### src/core/i2c_slave_port_params.svh
// constants for the serial register port: address map, direction and bit-count values, reset values
// assumes a 100 MHz system clock and a bus clock sampled by it
`ifndef I2C_SLAVE_PORT_PARAMS_SVH
`define I2C_SLAVE_PORT_PARAMS_SVH
`define ADDR_BASE 7'h08
`define ADDR_WEIGHT_MSB 7'h09
`define ADDR_WEIGHT_MID 7'h03
`define ADDR_WEIGHT_LSB 7'h01
`define DIR_WRITE 1'b0
`define DIR_READ 1'b1
`define REG_RESET 8'h00
`define BIT_LAST 3'h7
`endif

### src/core/i2c_slave_port_pkg.sv
// types shared by the serial register port
// assumes nothing beyond the params header
package i2c_slave_port_pkg;
  // three-level select pin as seen by the pad comparators
  typedef struct packed {
    logic is_high;
    logic is_float;
  } sel_level_t;

  typedef struct packed {
    logic [7:0] index;
    logic [7:0] data;
  } reg_write_t;

  typedef enum logic [2:0] {
    ST_IDLE = 3'b000,
    ST_ADDR = 3'b001,
    ST_ADDR_ACK = 3'b010,
    ST_INDEX = 3'b011,
    ST_INDEX_ACK = 3'b100,
    ST_WDATA = 3'b101,
    ST_WDATA_ACK = 3'b110,
    ST_RDATA = 3'b111
  } bus_state_t;
endpackage

### src/core/i2c_slave_register_port.sv
// serial-bus slave that reads and writes single 8-bit registers
// assumes bus clock and data arrive asynchronously; the register store lives outside
`include "i2c_slave_port_params.svh"

// Summary of operation
// - meets high-speed bus timing and protocol
// - each select pin decodes low, float, high
// - address is 8+9*msb+3*mid+lsb
// - slave only; single write, single read
// - data line pulled low or released only
// - acknowledge own address byte
// - store and acknowledge one data byte
// - acknowledge address with read bit
// - shift out selected register contents
module i2c_slave_register_port
  import i2c_slave_port_pkg::*;
(
  input wire logic i_clk, // 100 MHz system clock
  input wire logic i_sys_rst, // synchronous reset, active high
  input wire logic i_scl, // bus clock pin
  input wire logic i_sda, // bus data pin level
  output logic o_sda, // data pin drive value, always low
  output logic o_sda_oe, // high while pulling data low
  input wire sel_level_t i_addr_sel_msb_pin, // msb select pin level
  input wire sel_level_t i_addr_sel_mid_pin, // middle select pin level
  input wire sel_level_t i_addr_sel_lsb_pin, // lsb select pin level
  input wire logic [7:0] i_rd_data, // contents of selected register
  output logic [7:0] o_rd_index, // register number to read
  output reg_write_t o_wr, // register number and data written
  output logic o_wr_stb // one-cycle write strobe
);
  logic [1:0] scl_s;
  logic [1:0] sda_s;
  logic scl_d;
  logic sda_d;
  logic [7:0] own_addr;
  logic [7:0] shreg;
  logic [2:0] bit_cnt;
  logic [7:0] index;
  logic drive_low;
  bus_state_t state;
  logic scl_rise;
  logic scl_fall;
  logic start_seen;
  logic stop_seen;
  logic byte_done; // eight bits shifted in since the last ack or start
  sel_level_t sel_raw [3];
  sel_level_t sel_s1 [3];
  sel_level_t sel_s2 [3];
  logic [7:0] sel_weight [3];
  logic [7:0] sel_term [3];

  // two flops on every pin before any logic looks at it
  always_ff @(posedge i_clk) begin
    if (i_sys_rst) begin
      scl_s <= 2'b11;
      sda_s <= 2'b11;
      scl_d <= 1'b1;
      sda_d <= 1'b1;
    end else begin
      scl_s <= {scl_s[0], i_scl};
      sda_s <= {sda_s[0], i_sda};
      scl_d <= scl_s[1];
      sda_d <= sda_s[1];
    end
  end

  // edges and bus conditions; 100 MHz oversamples a 3.4 MHz bus about 29 times
  assign scl_rise = scl_s[1] & ~scl_d;
  assign scl_fall = ~scl_s[1] & scl_d;
  assign start_seen = scl_s[1] & scl_d & sda_d & ~sda_s[1];
  assign stop_seen = scl_s[1] & scl_d & ~sda_d & sda_s[1];

  // three-level strap value: low 0, floating 1, rail 2; high wins if both flags show
  function automatic logic [7:0] level_val(input sel_level_t lvl);
    level_val = lvl.is_high ? 8'h02 : (lvl.is_float ? 8'h01 : 8'h00);
  endfunction

  // gather the straps and their weights so one loop serves all three pins
  assign sel_raw[0] = i_addr_sel_lsb_pin;
  assign sel_raw[1] = i_addr_sel_mid_pin;
  assign sel_raw[2] = i_addr_sel_msb_pin;
  assign sel_weight[0] = {1'b0, `ADDR_WEIGHT_LSB};
  assign sel_weight[1] = {1'b0, `ADDR_WEIGHT_MID};
  assign sel_weight[2] = {1'b0, `ADDR_WEIGHT_MSB};

  // straps are pins too: two flops each, since a board may rewire them live
  genvar gi;
  generate
    for (gi = 0; gi < 3; gi = gi + 1) begin : g_sel
      always_ff @(posedge i_clk) begin
        if (i_sys_rst) begin
          sel_s1[gi] <= '0;
          sel_s2[gi] <= '0;
        end else begin
          sel_s1[gi] <= sel_raw[gi];
          sel_s2[gi] <= sel_s1[gi];
        end
      end
      // weighted share of this pin in the slave address
      assign sel_term[gi] = sel_weight[gi] * level_val(sel_s2[gi]);
    end
  endgenerate

  // address recomputed every cycle; a strap change lands three cycles later
  always_ff @(posedge i_clk) begin
    if (i_sys_rst) begin
      own_addr <= {1'b0, `ADDR_BASE};
    end else begin
      own_addr <= {1'b0, `ADDR_BASE} + sel_term[0] + sel_term[1] + sel_term[2];
    end
  end

  // protocol sequencer; slave only, never generates clock or start
  always_ff @(posedge i_clk) begin
    if (i_sys_rst) begin
      state <= ST_IDLE;
      bit_cnt <= 3'h0;
      shreg <= 8'h00;
      index <= `REG_RESET;
      drive_low <= 1'b0;
      o_wr <= '0;
      o_wr_stb <= 1'b0;
      byte_done <= 1'b0;
    end else begin
      o_wr_stb <= 1'b0;
      // a start or stop overrides whatever byte was under way
      if (start_seen) begin
        state <= ST_ADDR; // repeated start lands here too
        bit_cnt <= 3'h0;
        byte_done <= 1'b0;
        drive_low <= 1'b0;
      end else if (stop_seen) begin
        state <= ST_IDLE;
        byte_done <= 1'b0;
        drive_low <= 1'b0;
      end else begin
        case (state)
          ST_IDLE: begin
            drive_low <= 1'b0;
          end
          ST_ADDR, ST_INDEX, ST_WDATA: begin
            // the fall that closes a start has no bits behind it, so a full
            // byte is marked by a flag rather than by the wrapped counter
            if (scl_rise) begin
              shreg <= {shreg[6:0], sda_s[1]};
              bit_cnt <= bit_cnt + 3'h1;
              byte_done <= (bit_cnt == `BIT_LAST);
            end
            if (scl_fall && byte_done) begin
              byte_done <= 1'b0;
              if (state == ST_ADDR && shreg[7:1] == own_addr[6:0]) begin
                drive_low <= 1'b1;
                state <= ST_ADDR_ACK;
              end else if (state == ST_ADDR) begin
                state <= ST_IDLE;
              end else if (state == ST_INDEX) begin
                index <= shreg;
                drive_low <= 1'b1;
                state <= ST_INDEX_ACK;
              end else begin
                o_wr <= '{index: index, data: shreg};
                o_wr_stb <= 1'b1;
                drive_low <= 1'b1;
                state <= ST_WDATA_ACK;
              end
            end
          end
          ST_ADDR_ACK: begin
            // the direction bit still sits in the lsb of the shift register;
            // register contents are fetched at the very fall that ends the ack
            if (scl_fall && shreg[0] == `DIR_READ) begin
              shreg <= i_rd_data;
              drive_low <= ~i_rd_data[7];
              bit_cnt <= 3'h0;
              state <= ST_RDATA;
            end else if (scl_fall) begin
              drive_low <= 1'b0;
              state <= ST_INDEX;
            end
          end
          ST_INDEX_ACK, ST_WDATA_ACK: begin
            if (scl_fall) begin
              drive_low <= 1'b0;
              state <= ST_WDATA; // further bytes refused below
            end
          end
          ST_RDATA: begin
            // msb went out at the ack fall; each later fall moves one bit on
            // a master that stretches the clock only slows this, it never skips a bit
            if (scl_fall && bit_cnt != `BIT_LAST) begin
              shreg <= {shreg[6:0], 1'b0};
              drive_low <= ~shreg[6];
              bit_cnt <= bit_cnt + 3'h1;
            end else if (scl_fall) begin
              drive_low <= 1'b0; // release for master ack, then await stop
              state <= ST_IDLE;
            end
          end
          default: begin
            state <= ST_IDLE;
            drive_low <= 1'b0;
          end
        endcase
        // a second data byte in one write is not supported: leave it unacknowledged
        if (state == ST_WDATA_ACK && scl_fall) begin
          state <= ST_IDLE;
        end
      end
    end
  end

  // register number stays put after a transfer, so a read can follow a write
  assign o_rd_index = index;

  // open drain: value fixed low, enable carries the data; the pull-up makes the one
  assign o_sda = 1'b0;
  assign o_sda_oe = drive_low;
endmodule

### config.mk
export PLATFORM = sky130hd
export DESIGN_NAME = i2c_slave_register_port
export DESIGN_NICKNAME = d
export VERILOG_FILES = /design/src/core/i2c_slave_port_pkg.sv /design/src/core/i2c_slave_register_port.sv
export VERILOG_INCLUDE_DIRS = /design/src /design/src/core
export SDC_FILE = /design/constraint.sdc
export NUM_CORES = 1
export LEC_CHECK = 0
export BUFFER_PORTS_ARGS = -buffer_cell sky130_fd_sc_hd__buf_2
export CAP_MARGIN = 20
export CELL_PAD_IN_SITES_DETAIL_PLACEMENT = 1
export CELL_PAD_IN_SITES_GLOBAL_PLACEMENT = 2
export CORE_MARGIN = 8
export CORE_UTILIZATION = 35
export DETAILED_ROUTE_END_ITERATION = 10
export PLACE_DENSITY = 0.85
export SLEW_MARGIN = 10
export SYNTH_ARGS = -nofsm -noshare
export SYNTH_HDL_FRONTEND = slang
export SYNTH_SLANG_ARGS = --single-unit
### constraint.sdc
create_clock -name i_clk -period 2.7 [get_ports i_clk]
set_input_delay 0 -clock i_clk [delete_from_list [all_inputs] [get_ports i_clk]]
set_output_delay 0 -clock i_clk [all_outputs]
set_load 0.01 [all_outputs]
# Word-level counts from Yosys, hierarchy flattened
# Memories as Yosys holds them, arrays and structs flattened.
# Cells that the tools add are included.
classes:
  bitwise_logic: 26
  eq_ne: 24
  reduce_logical: 24
  addsub: 4
  n_mux: 46
  n_mul: 2
ops:
  columns: ["operator", "n"]
  rows:
  - ["$mux W3", 11]
  - ["$mux W8", 3]
  - ["$pmux W8 S3", 1]
  - ["$mux W2", 10]
  - ["$ne A5 B5 Y1 const B", 4]
  - ["$mux W1", 18]
  - ["$reduce_and A6 Y1", 3]
  - ["$eq A3 B3 Y1 const B", 5]
  - ["$ne A2 B2 Y1 const B", 7]
  - ["$reduce_and A7 Y1", 2]
  - ["$not A1 Y1", 13]
  - ["$pmux W3 S4", 1]
  - ["$ne A3 B3 Y1 const B", 3]
  - ["$pmux W3 S3", 1]
  - ["$add A6 B6 Y7", 1]
  - ["$and A1 B1 Y1", 7]
  - ["$eq A7 B7 Y1", 1]
  - ["$reduce_bool A7 Y1", 1]
  - ["$reduce_or A7 Y1", 1]
  - ["$add A5 B4 Y6", 1]
  - ["$eq A3 B2 Y1 const B", 2]
  - ["$mul A4 B2 Y6 const A", 1]
  - ["$ne A6 B6 Y1 const B", 1]
  - ["$or A1 B1 Y1", 6]
  - ["15 further kinds", 22]
word_totals:
  regBits: 54
  inputBits: 18
  mem_bits_rw: 12
  elab_cells: 143
  memories: 2
memory_table:
  columns: ["memory", "words", "word_bits", "read_ports", "rd_clocked_by_memory_dff", "write_ports", "line_no", "rtl"]
  rows:
  - ["sel_s1", 3, 2, 3, 0, 3, "i2c_slave_register_port.sv:48", "sel_level_t sel_s1 [3];"]
  - ["sel_s2", 3, 2, 3, 0, 3, "i2c_slave_register_port.sv:49", "sel_level_t sel_s2 [3];"]

# Logic depth before layout (Yosys ltp)
# Gate-level depths: netlist of run 1.
logic_depth:
  depth_word: 9
  mapped_depth: 11

# Least setup slack after synthesis of run 1
# Ideal clock, no wire load.
synth_timing:
  path_kind: "reg-to-reg"
  start: "memory sel_s2[1][1] (netlist bit)"
  end: "register own_addr[5]"
  n_path_buf: 0
  setup_time_ns: 0.065
  path_stages_with_launch: 10
  t_arrival_ns: 2.253
  required_ns: 2.635
  slack_ns: 0.382
  cell_sequence: "dfxtp_1 -> or2_2 -> ha_1 -> fa_1 -> ha_1 -> inv_1 -> fa_1 -> nor3b_1 -> nor2_1 -> nor2_1"
synth_rtl:
  columns: ["item", "line_no", "rtl"]
  rows:
  - ["start, declared", "i2c_slave_register_port.sv:49", null]
  - ["end signal, assigned", "i2c_slave_register_port.sv:108", "own_addr <= {1'b0, `ADDR_BASE};"]
  - ["end signal, assigned", "i2c_slave_register_port.sv:110", "own_addr <= {1'b0, `ADDR_BASE} + sel_term[0] + sel_term[1] + sel_term[2];"]
  - ["end, declared", "i2c_slave_register_port.sv:36", "logic [7:0] own_addr;"]

==> reports/metrics.cfg, run 1 <==
[synthesis]
area_contributors_post_synth=sky130_fd_sc_hd__dfxtp_1, sky130_fd_sc_hd__mux2i_1, sky130_fd_sc_hd__nor2b_1
synth_xor_xnor_area_share_pct=2.31
synth_edf_count=0
synth.yosys.warnings=0
syn-num-nets=353
proportion_of_synthesized_chip_area_in_sequential_cells_pct=42.9
combinational_family_with_the_most_area_after_synthesis=simple AND/OR/NAND/NOR gates
synth_top_cells_by_count=sky130_fd_sc_hd__dfxtp_1, sky130_fd_sc_hd__nand2_1, sky130_fd_sc_hd__nor2b_1, sky130_fd_sc_hd__nor2_1, sky130_fd_sc_hd__a21oi_1
synthDominantCellAreaShare_pct=42.9
dominant_register_cell_in_the_synthesized_netlist=sky130_fd_sc_hd__dfxtp_1
synthesis.area_mm2=0.00303
synth-adder-area-share_pct=5.45
post_synth_num_cell_types=62
synthSimpleGateAreaFrac_pct=22.0
synthesis.area_per_instance_um2=9.39
most_common_cell_in_the_synthesized_netlist=sky130_fd_sc_hd__dfxtp_1
synth_top_cell_by_area=sky130_fd_sc_hd__dfxtp_1
syn_inst=323
synthMuxAreaShare_pct=9.78
synth_seq_cells=65
compound_cell_area_share_of_the_yosys_netlist_pct=12.0
synth-async-reset-ratio_pct=0

[route]
drt-initial-drc-count=68
drt-vias-per-instance=4.91
drt_drc_violations_left=0
drt.antenna.violating_nets=0
drt_pass_1_iters=4
postRouteWirelength_mm=7.19
num_vias=2365
routedWlPerCell_um=14.9
route.layer.met1.wl_mm=3.28
met3WireLength_um=418
routed.top_layer=met4
route.met2.wl_mm=3.39

[floorplan]
top_level_i_o_count=45
placement_rows=34
initial_core_utilization_pct=35.5
coreArea_mm2=0.00855
die_height_um=109
horiz_die_dim_um=109
die_area_mm2=0.0119

[clocking]
clock_insertion_delay_worst_skew_ns=0.35
cts.clk_slew.worst_paths_ns=0.07
cts_inserted_buffers=9
clk_path_buf_depth=2
cts_num_sinks=65
post_cts_hold_buffer_count=8
clockRootBuffer=sky130_fd_sc_hd__clkbuf_8
cts_setup_buffers=0
cts-resized-gates=0
cts_tree=yes
htree_levels=3

[place]
portBuffers=43
gp_congestion=0.791
post-place-cells=458
dp_hpwl_mm=5.08

[pwr]
ir_drop_mv=0.355
static-leakage-power_nw=1.55
power.density_cell_area_mw_per_mm2=591

[min_path]
worst_hold_path_type=in2reg
hold_depth=4

[setup_path]
worst_r2r_path_depth=9
worstPathArrival_ns=2.75
worst-path-max-fanout=3
cp.required_ns=2.98
worst_setup_path_end_kind=register
startpoint_type=register
path_class=reg2reg

[cells_and_area]
syn2layout_area_growth_pct=19.9
num-fill-cells=1007
final_layout_size_suffix_gt1_share_pct=24.9
diode_insertion_count_for_antenna_repair=0
final_cell_count_no_fill=482
finalNetCount=399

[global_routing]
grt_overflow_total=0
antenna_found_initial=0
wire_length_of_the_first_global_routing_pass_mm=12.1
grt_pass1_vias=2529
grt_start_max_net_pins=39
globalRouteTotalUtil_pct=13.0

[timing]
slew_viol_final=0
achievable-frequency_mhz=405
holdWs_ns=0.0450
slew_headroom_pct=54.5
setup_viol_count_final=0
grt_setup_unrepaired=false
report.final.hold_viol_count=0
final.min_clock_period_ns=2.47
period_share_pct=91.4
tightestPinTransition_ns=0.682
finClkSkew_ns=0.00915
setup_tns_ns=0

[flow_run]
cap_viol_max_count=0

[status]
status=finished, final reports clean

==> worst paths after layout <==
| check | startpoint | endpoint | slack (ns) |
|---|---|---|---|
| hold / removal | i_rd_data[4] | shreg[4] | 0.05 |
| setup reg to reg | sel_s2[1][1] | own_addr[5] | 0.23 |
| setup / recovery | sel_s2[1][1] | own_addr[5] | 0.23 |
| hold reg to reg | sda_s[0] | sda_s[1] | 0.41 |
==> cell families after synthesis <==
kind of cell	Yosys count
adder cells (fa/ha/maj)	12
XOR/XNOR	8
multiplexers	26
AND/OR/NAND/NOR	126
flip-flops	65
other	1
AO/OA/AOI/OAI	52
buffers and inverters	33
==> area by class of cell <==
cell class,count,area [um^2],share of cell area (%)
clock buffer,9,124,3.41
clock inverter,7,125,3.44
inverter,10,37.5,1.03
multi-input combinational,225,1560,43.0
sequential,65,1300,35.8
tap,108,135,3.72
timing repair buffer,58,348,9.57
==> registers in the layout (all words and copies together) (netlist names) <==
signal and cells:
own_addr 6, shreg 8, o_sda_oe 1, o_wr 16, state 3, sel_s1 6
o_wr_stb 1, scl_d 1, byte_done 1, sel_s2 6, scl_s 2, bit_cnt 3
o_rd_index 8, sda_s 2, sda_d 1
==> cell usage in the layout, fill, tap and decap left out, drive strengths merged, types with 2 or more instances in the layout <==
| cell | n |
|---|---|
| dfxtp | 65 |
| buf | 50 |
| nand2 | 38 |
| nor2b | 27 |
| nor2 | 24 |
| a21oi | 23 |
| mux2i | 18 |
| inv | 12 |
| ha | 10 |
| clkbuf | 9 |
| or2 | 9 |
| dlygate4sd3 | 8 |
| mux2 | 8 |
| nand3 | 5 |
| nand2b | 4 |
| xor2 | 4 |
| xnor2 | 4 |
| and2 | 4 |
| a21boi | 3 |
| a31oi | 3 |
| bufinv | 3 |
| nor3b | 3 |
| and3 | 2 |
| nand4b | 2 |
| a221oi | 2 |
| o21bai | 2 |
| a32oi | 2 |
| a21o | 2 |
| o21ai | 2 |
| fa | 2 |
| clkinv | 2 |
| and3b | 2 |
==> report_power, final <==
part / switching (mW) / internal, mW
combinational: 0.0639 / 0.0617
clock: 0.403 / 0.623
sequential: 0.0170 / 0.978
total: 0.484 / 1.66
==> routing by layer <==
metal / GRT usage [%] / vias to the layer above
met2: 22.1 / 52
li1: - / 1180
met3: 3.72 / 10
met4: 4.69 / 0
met5: 0 / -
met1: 15.2 / 1123
==> through the flow <==
stage | power (mW) | setup WS (ns) | cell area [um^2] | util (%)
after global routing | 2.24 | 0.0644 | 3630 | 42.5
after floorplan | 1.10 | 0.382 | 3030 | -
after detailed placement | 1.13 | 0.224 | 3310 | 38.7
final | 2.15 | 0.232 | 3630 | 42.5
after CTS | 2.18 | 0.206 | 3630 | 42.5
after global placement | 1.13 | 0.310 | 3310 | 38.7
==> critical path, cell delays in order (launching register included) <==
cell	delay [ns]
sky130_fd_sc_hd__dfxtp_1	0.33
sky130_fd_sc_hd__or2_2	0.30
sky130_fd_sc_hd__ha_1	0.31
sky130_fd_sc_hd__fa_1	0.52
sky130_fd_sc_hd__ha_1	0.17
sky130_fd_sc_hd__inv_1	0.06
sky130_fd_sc_hd__fa_1	0.41
sky130_fd_sc_hd__nor3b_1	0.19
sky130_fd_sc_hd__nor2_1	0.06
sky130_fd_sc_hd__nor2_1	0.08
Power figures use the tool's default switching activity.
==> run 2: changes to the inputs <==
- SETUP_SLACK_MARGIN: default -> 0.5
==> run 2 against run 1 <==
Against the previous run:
- global-route usage is 0.26 points lower
- clock-buffer cell count unchanged
- worst setup slack improved by 0.24 ns
- maximum frequency rose by 11%
- final area fell by 0.31%
- register-to-register slack better by 0.24 ns
- via count shrank 0.42%
==> reports/metrics.cfg, run 2 (synthesis gave the netlist of run 1 again) <==
[timing]
achievable-frequency_mhz=449
period_share_pct=82.5
setup_slack_ns=0.471
slew_headroom_pct=40.9
grt_setup_unrepaired=true
holdWs_ns=0.0584
slew_viol_final=0
setup_viol_count_final=0
finClkSkew_ns=0.0105
report.final.hold_viol_count=0
tightestPinTransition_ns=0.887
setup_tns_ns=0
final.min_clock_period_ns=2.23

[floorplan]
die_height_um=109
die_area_mm2=0.0119
top_level_i_o_count=45
coreArea_mm2=0.00855
horiz_die_dim_um=109
placement_rows=34
initial_core_utilization_pct=35.5

[global_routing]
grt_overflow_total=0
grt_pass1_vias=2429
wire_length_of_the_first_global_routing_pass_mm=11.8
globalRouteTotalUtil_pct=12.7
antenna_found_initial=0
grt_start_max_net_pins=52

[pwr]
static-leakage-power_nw=1.52
cell_internal_pwr_mw=1.48
seq_power_share_pct=50.5
switching_fraction_of_total_power_pct=25.2
power.combinational.fraction_pct=6.5
clock_power_share_pct=43.0
ir_drop_mv=0.311
switching_power_uw=496
power.density_cell_area_mw_per_mm2=544

[cells_and_area]
most_common_cell_after_layout_fill_and_taps_aside=sky130_fd_sc_hd__dfxtp_1
layout.cells.most_common_list=sky130_fd_sc_hd__dfxtp_1, sky130_fd_sc_hd__buf_2, sky130_fd_sc_hd__nand2_1
max_reg_flops=16
finalNetCount=398
diode_insertion_count_for_antenna_repair=0
multiInputGateArea_mm2=0.00160
syn2layout_area_growth_pct=19.5
seqCellArea_mm2=0.00131
final_layout_size_suffix_gt1_share_pct=27.3
num-fill-cells=990
largest_register=o_wr

[place]
dp_worst_setup_slack_ns=0.376
gp_congestion=0.798
portBuffers=43
dp_hpwl_mm=5.14

[route]
drt-initial-drc-count=92
drt_pass_1_iters=4
drt.antenna.violating_nets=0
drt_drc_violations_left=0
num_vias=2355
drt-vias-per-instance=4.90
postRouteWirelength_mm=7.21
routedWlPerCell_um=15.0

[setup_path]
worst_r2r_path_depth=9
worstPathBufferInverterCount=1
cp.required_ns=2.98
path_class=reg2reg
startpoint_type=register
worst-path-max-fanout=2
regToRegEndpoint=own_addr[5]
critical_path.cell_chain=or2_4 -> ha_4 -> fa_1 -> ha_2 -> inv_2 -> fa_2 -> nor3b_2 -> nor2_1 -> nor2_1
worst_setup_path_end_kind=register
critical_path.startpoint=sel_s2[1][1]
kind_of_cell_with_the_highest_combined_delay_on_the_critical_path=adder cells
worstPathArrival_ns=2.51
path_length_in_cells_of_the_critical_path=9
critical_path.endpoint=own_addr[5]
max_stage_delay_ns=0.50
critical_path.slowest_cell=sky130_fd_sc_hd__fa_1
cpMostUsedCell=sky130_fd_sc_hd__nor2_1
r2r-start=sel_s2[1][1]
setup.reg_to_reg.worst_slack_ns=0.47

[min_path]
worst_hold_path_type=in2reg

[clocking]
cts_tree=yes
clk_path_buf_depth=2
cts_inserted_buffers=9
clockRootBuffer=sky130_fd_sc_hd__clkbuf_8
htree_levels=3
cts_num_sinks=65
cts.clk_slew.worst_paths_ns=0.08
clock_insertion_delay_worst_skew_ns=0.34

[status]
status=finished, final reports clean

[flow_run]
cap_viol_max_count=0

## run 2: layout make-up
type                    instances  share of cell area (%)
well taps                     108                    3.73
clock inverters                 7                    2.14
inverters                      10                    1.04
clock buffers                   9                    3.42
flip-flops and latches         65                    36.0
multi-input cells             225                    44.2
repair buffers                 57                    9.39
## run 2: layer usage
metal	track usage, %	vias up	wire length [um]
li1	-	1179	-
met5	0	-	0
met4	5.18	0	98
met3	3.31	10	365
met1	15.4	1123	3400
met2	21.0	43	3340
## run 2: worst min path at each step
| stage | startpoint | end | slack [ns] | depth (start not counted) |
|---|---|---|---|---|
| 2_1_floorplan | i_scl | scl_s[0] | 0.10 | 1 |
| 3_3_place_gp | i_sda | sda_s[0] | 0.18 | 2 |
| 3_5_place_dp | i_sda | sda_s[0] | 0.19 | 2 |
| 4_1_cts | i_rd_data[1] | shreg[1] | 0.05 | 4 |
| 5_1_grt | i_rd_data[6] | shreg[6] | 0.07 | 4 |
| 6_report | i_rd_data[1] | shreg[1] | 0.06 | 4 |
## run 2: worst min-delay path: stages
cell                      delay (ns)
sky130_fd_sc_hd__buf_2          0.09
sky130_fd_sc_hd__mux2i_1        0.06
sky130_fd_sc_hd__nor2_1         0.08
sky130_fd_sc_hd__mux2_4         0.14
## run 2: power groups by stage
stage	registers [mW]	clock network [mW]	logic, mW
floorplan	1.01	0	0.0955
global placement	1.02	0	0.114
detailed placement	1.02	0	0.118
CTS	0.996	0.873	0.129
global route	0.999	0.917	0.145
finish	0.996	0.848	0.128
## run 2: repair_timing
action	4_1_cts	5_1_grt
pin swaps	4	1
hold endpoints to repair	8	0
gates resized for setup	5	3
endpoints found under the setup margin	3	18
buffers inserted	1	0
hold buffers	8	0
## run 2: stage by stage
step | power [mW] | std cells | util, % | instance area [um^2]
after global routing | 2.06 | 481 | 42.4 | 3620
after global placement | 1.13 | 456 | 38.7 | 3310
final | 1.97 | 481 | 42.4 | 3620
after detailed placement | 1.14 | 456 | 38.7 | 3310
after floorplan | 1.10 | 323 | - | 3050
after CTS | 2.00 | 481 | 42.3 | 3620
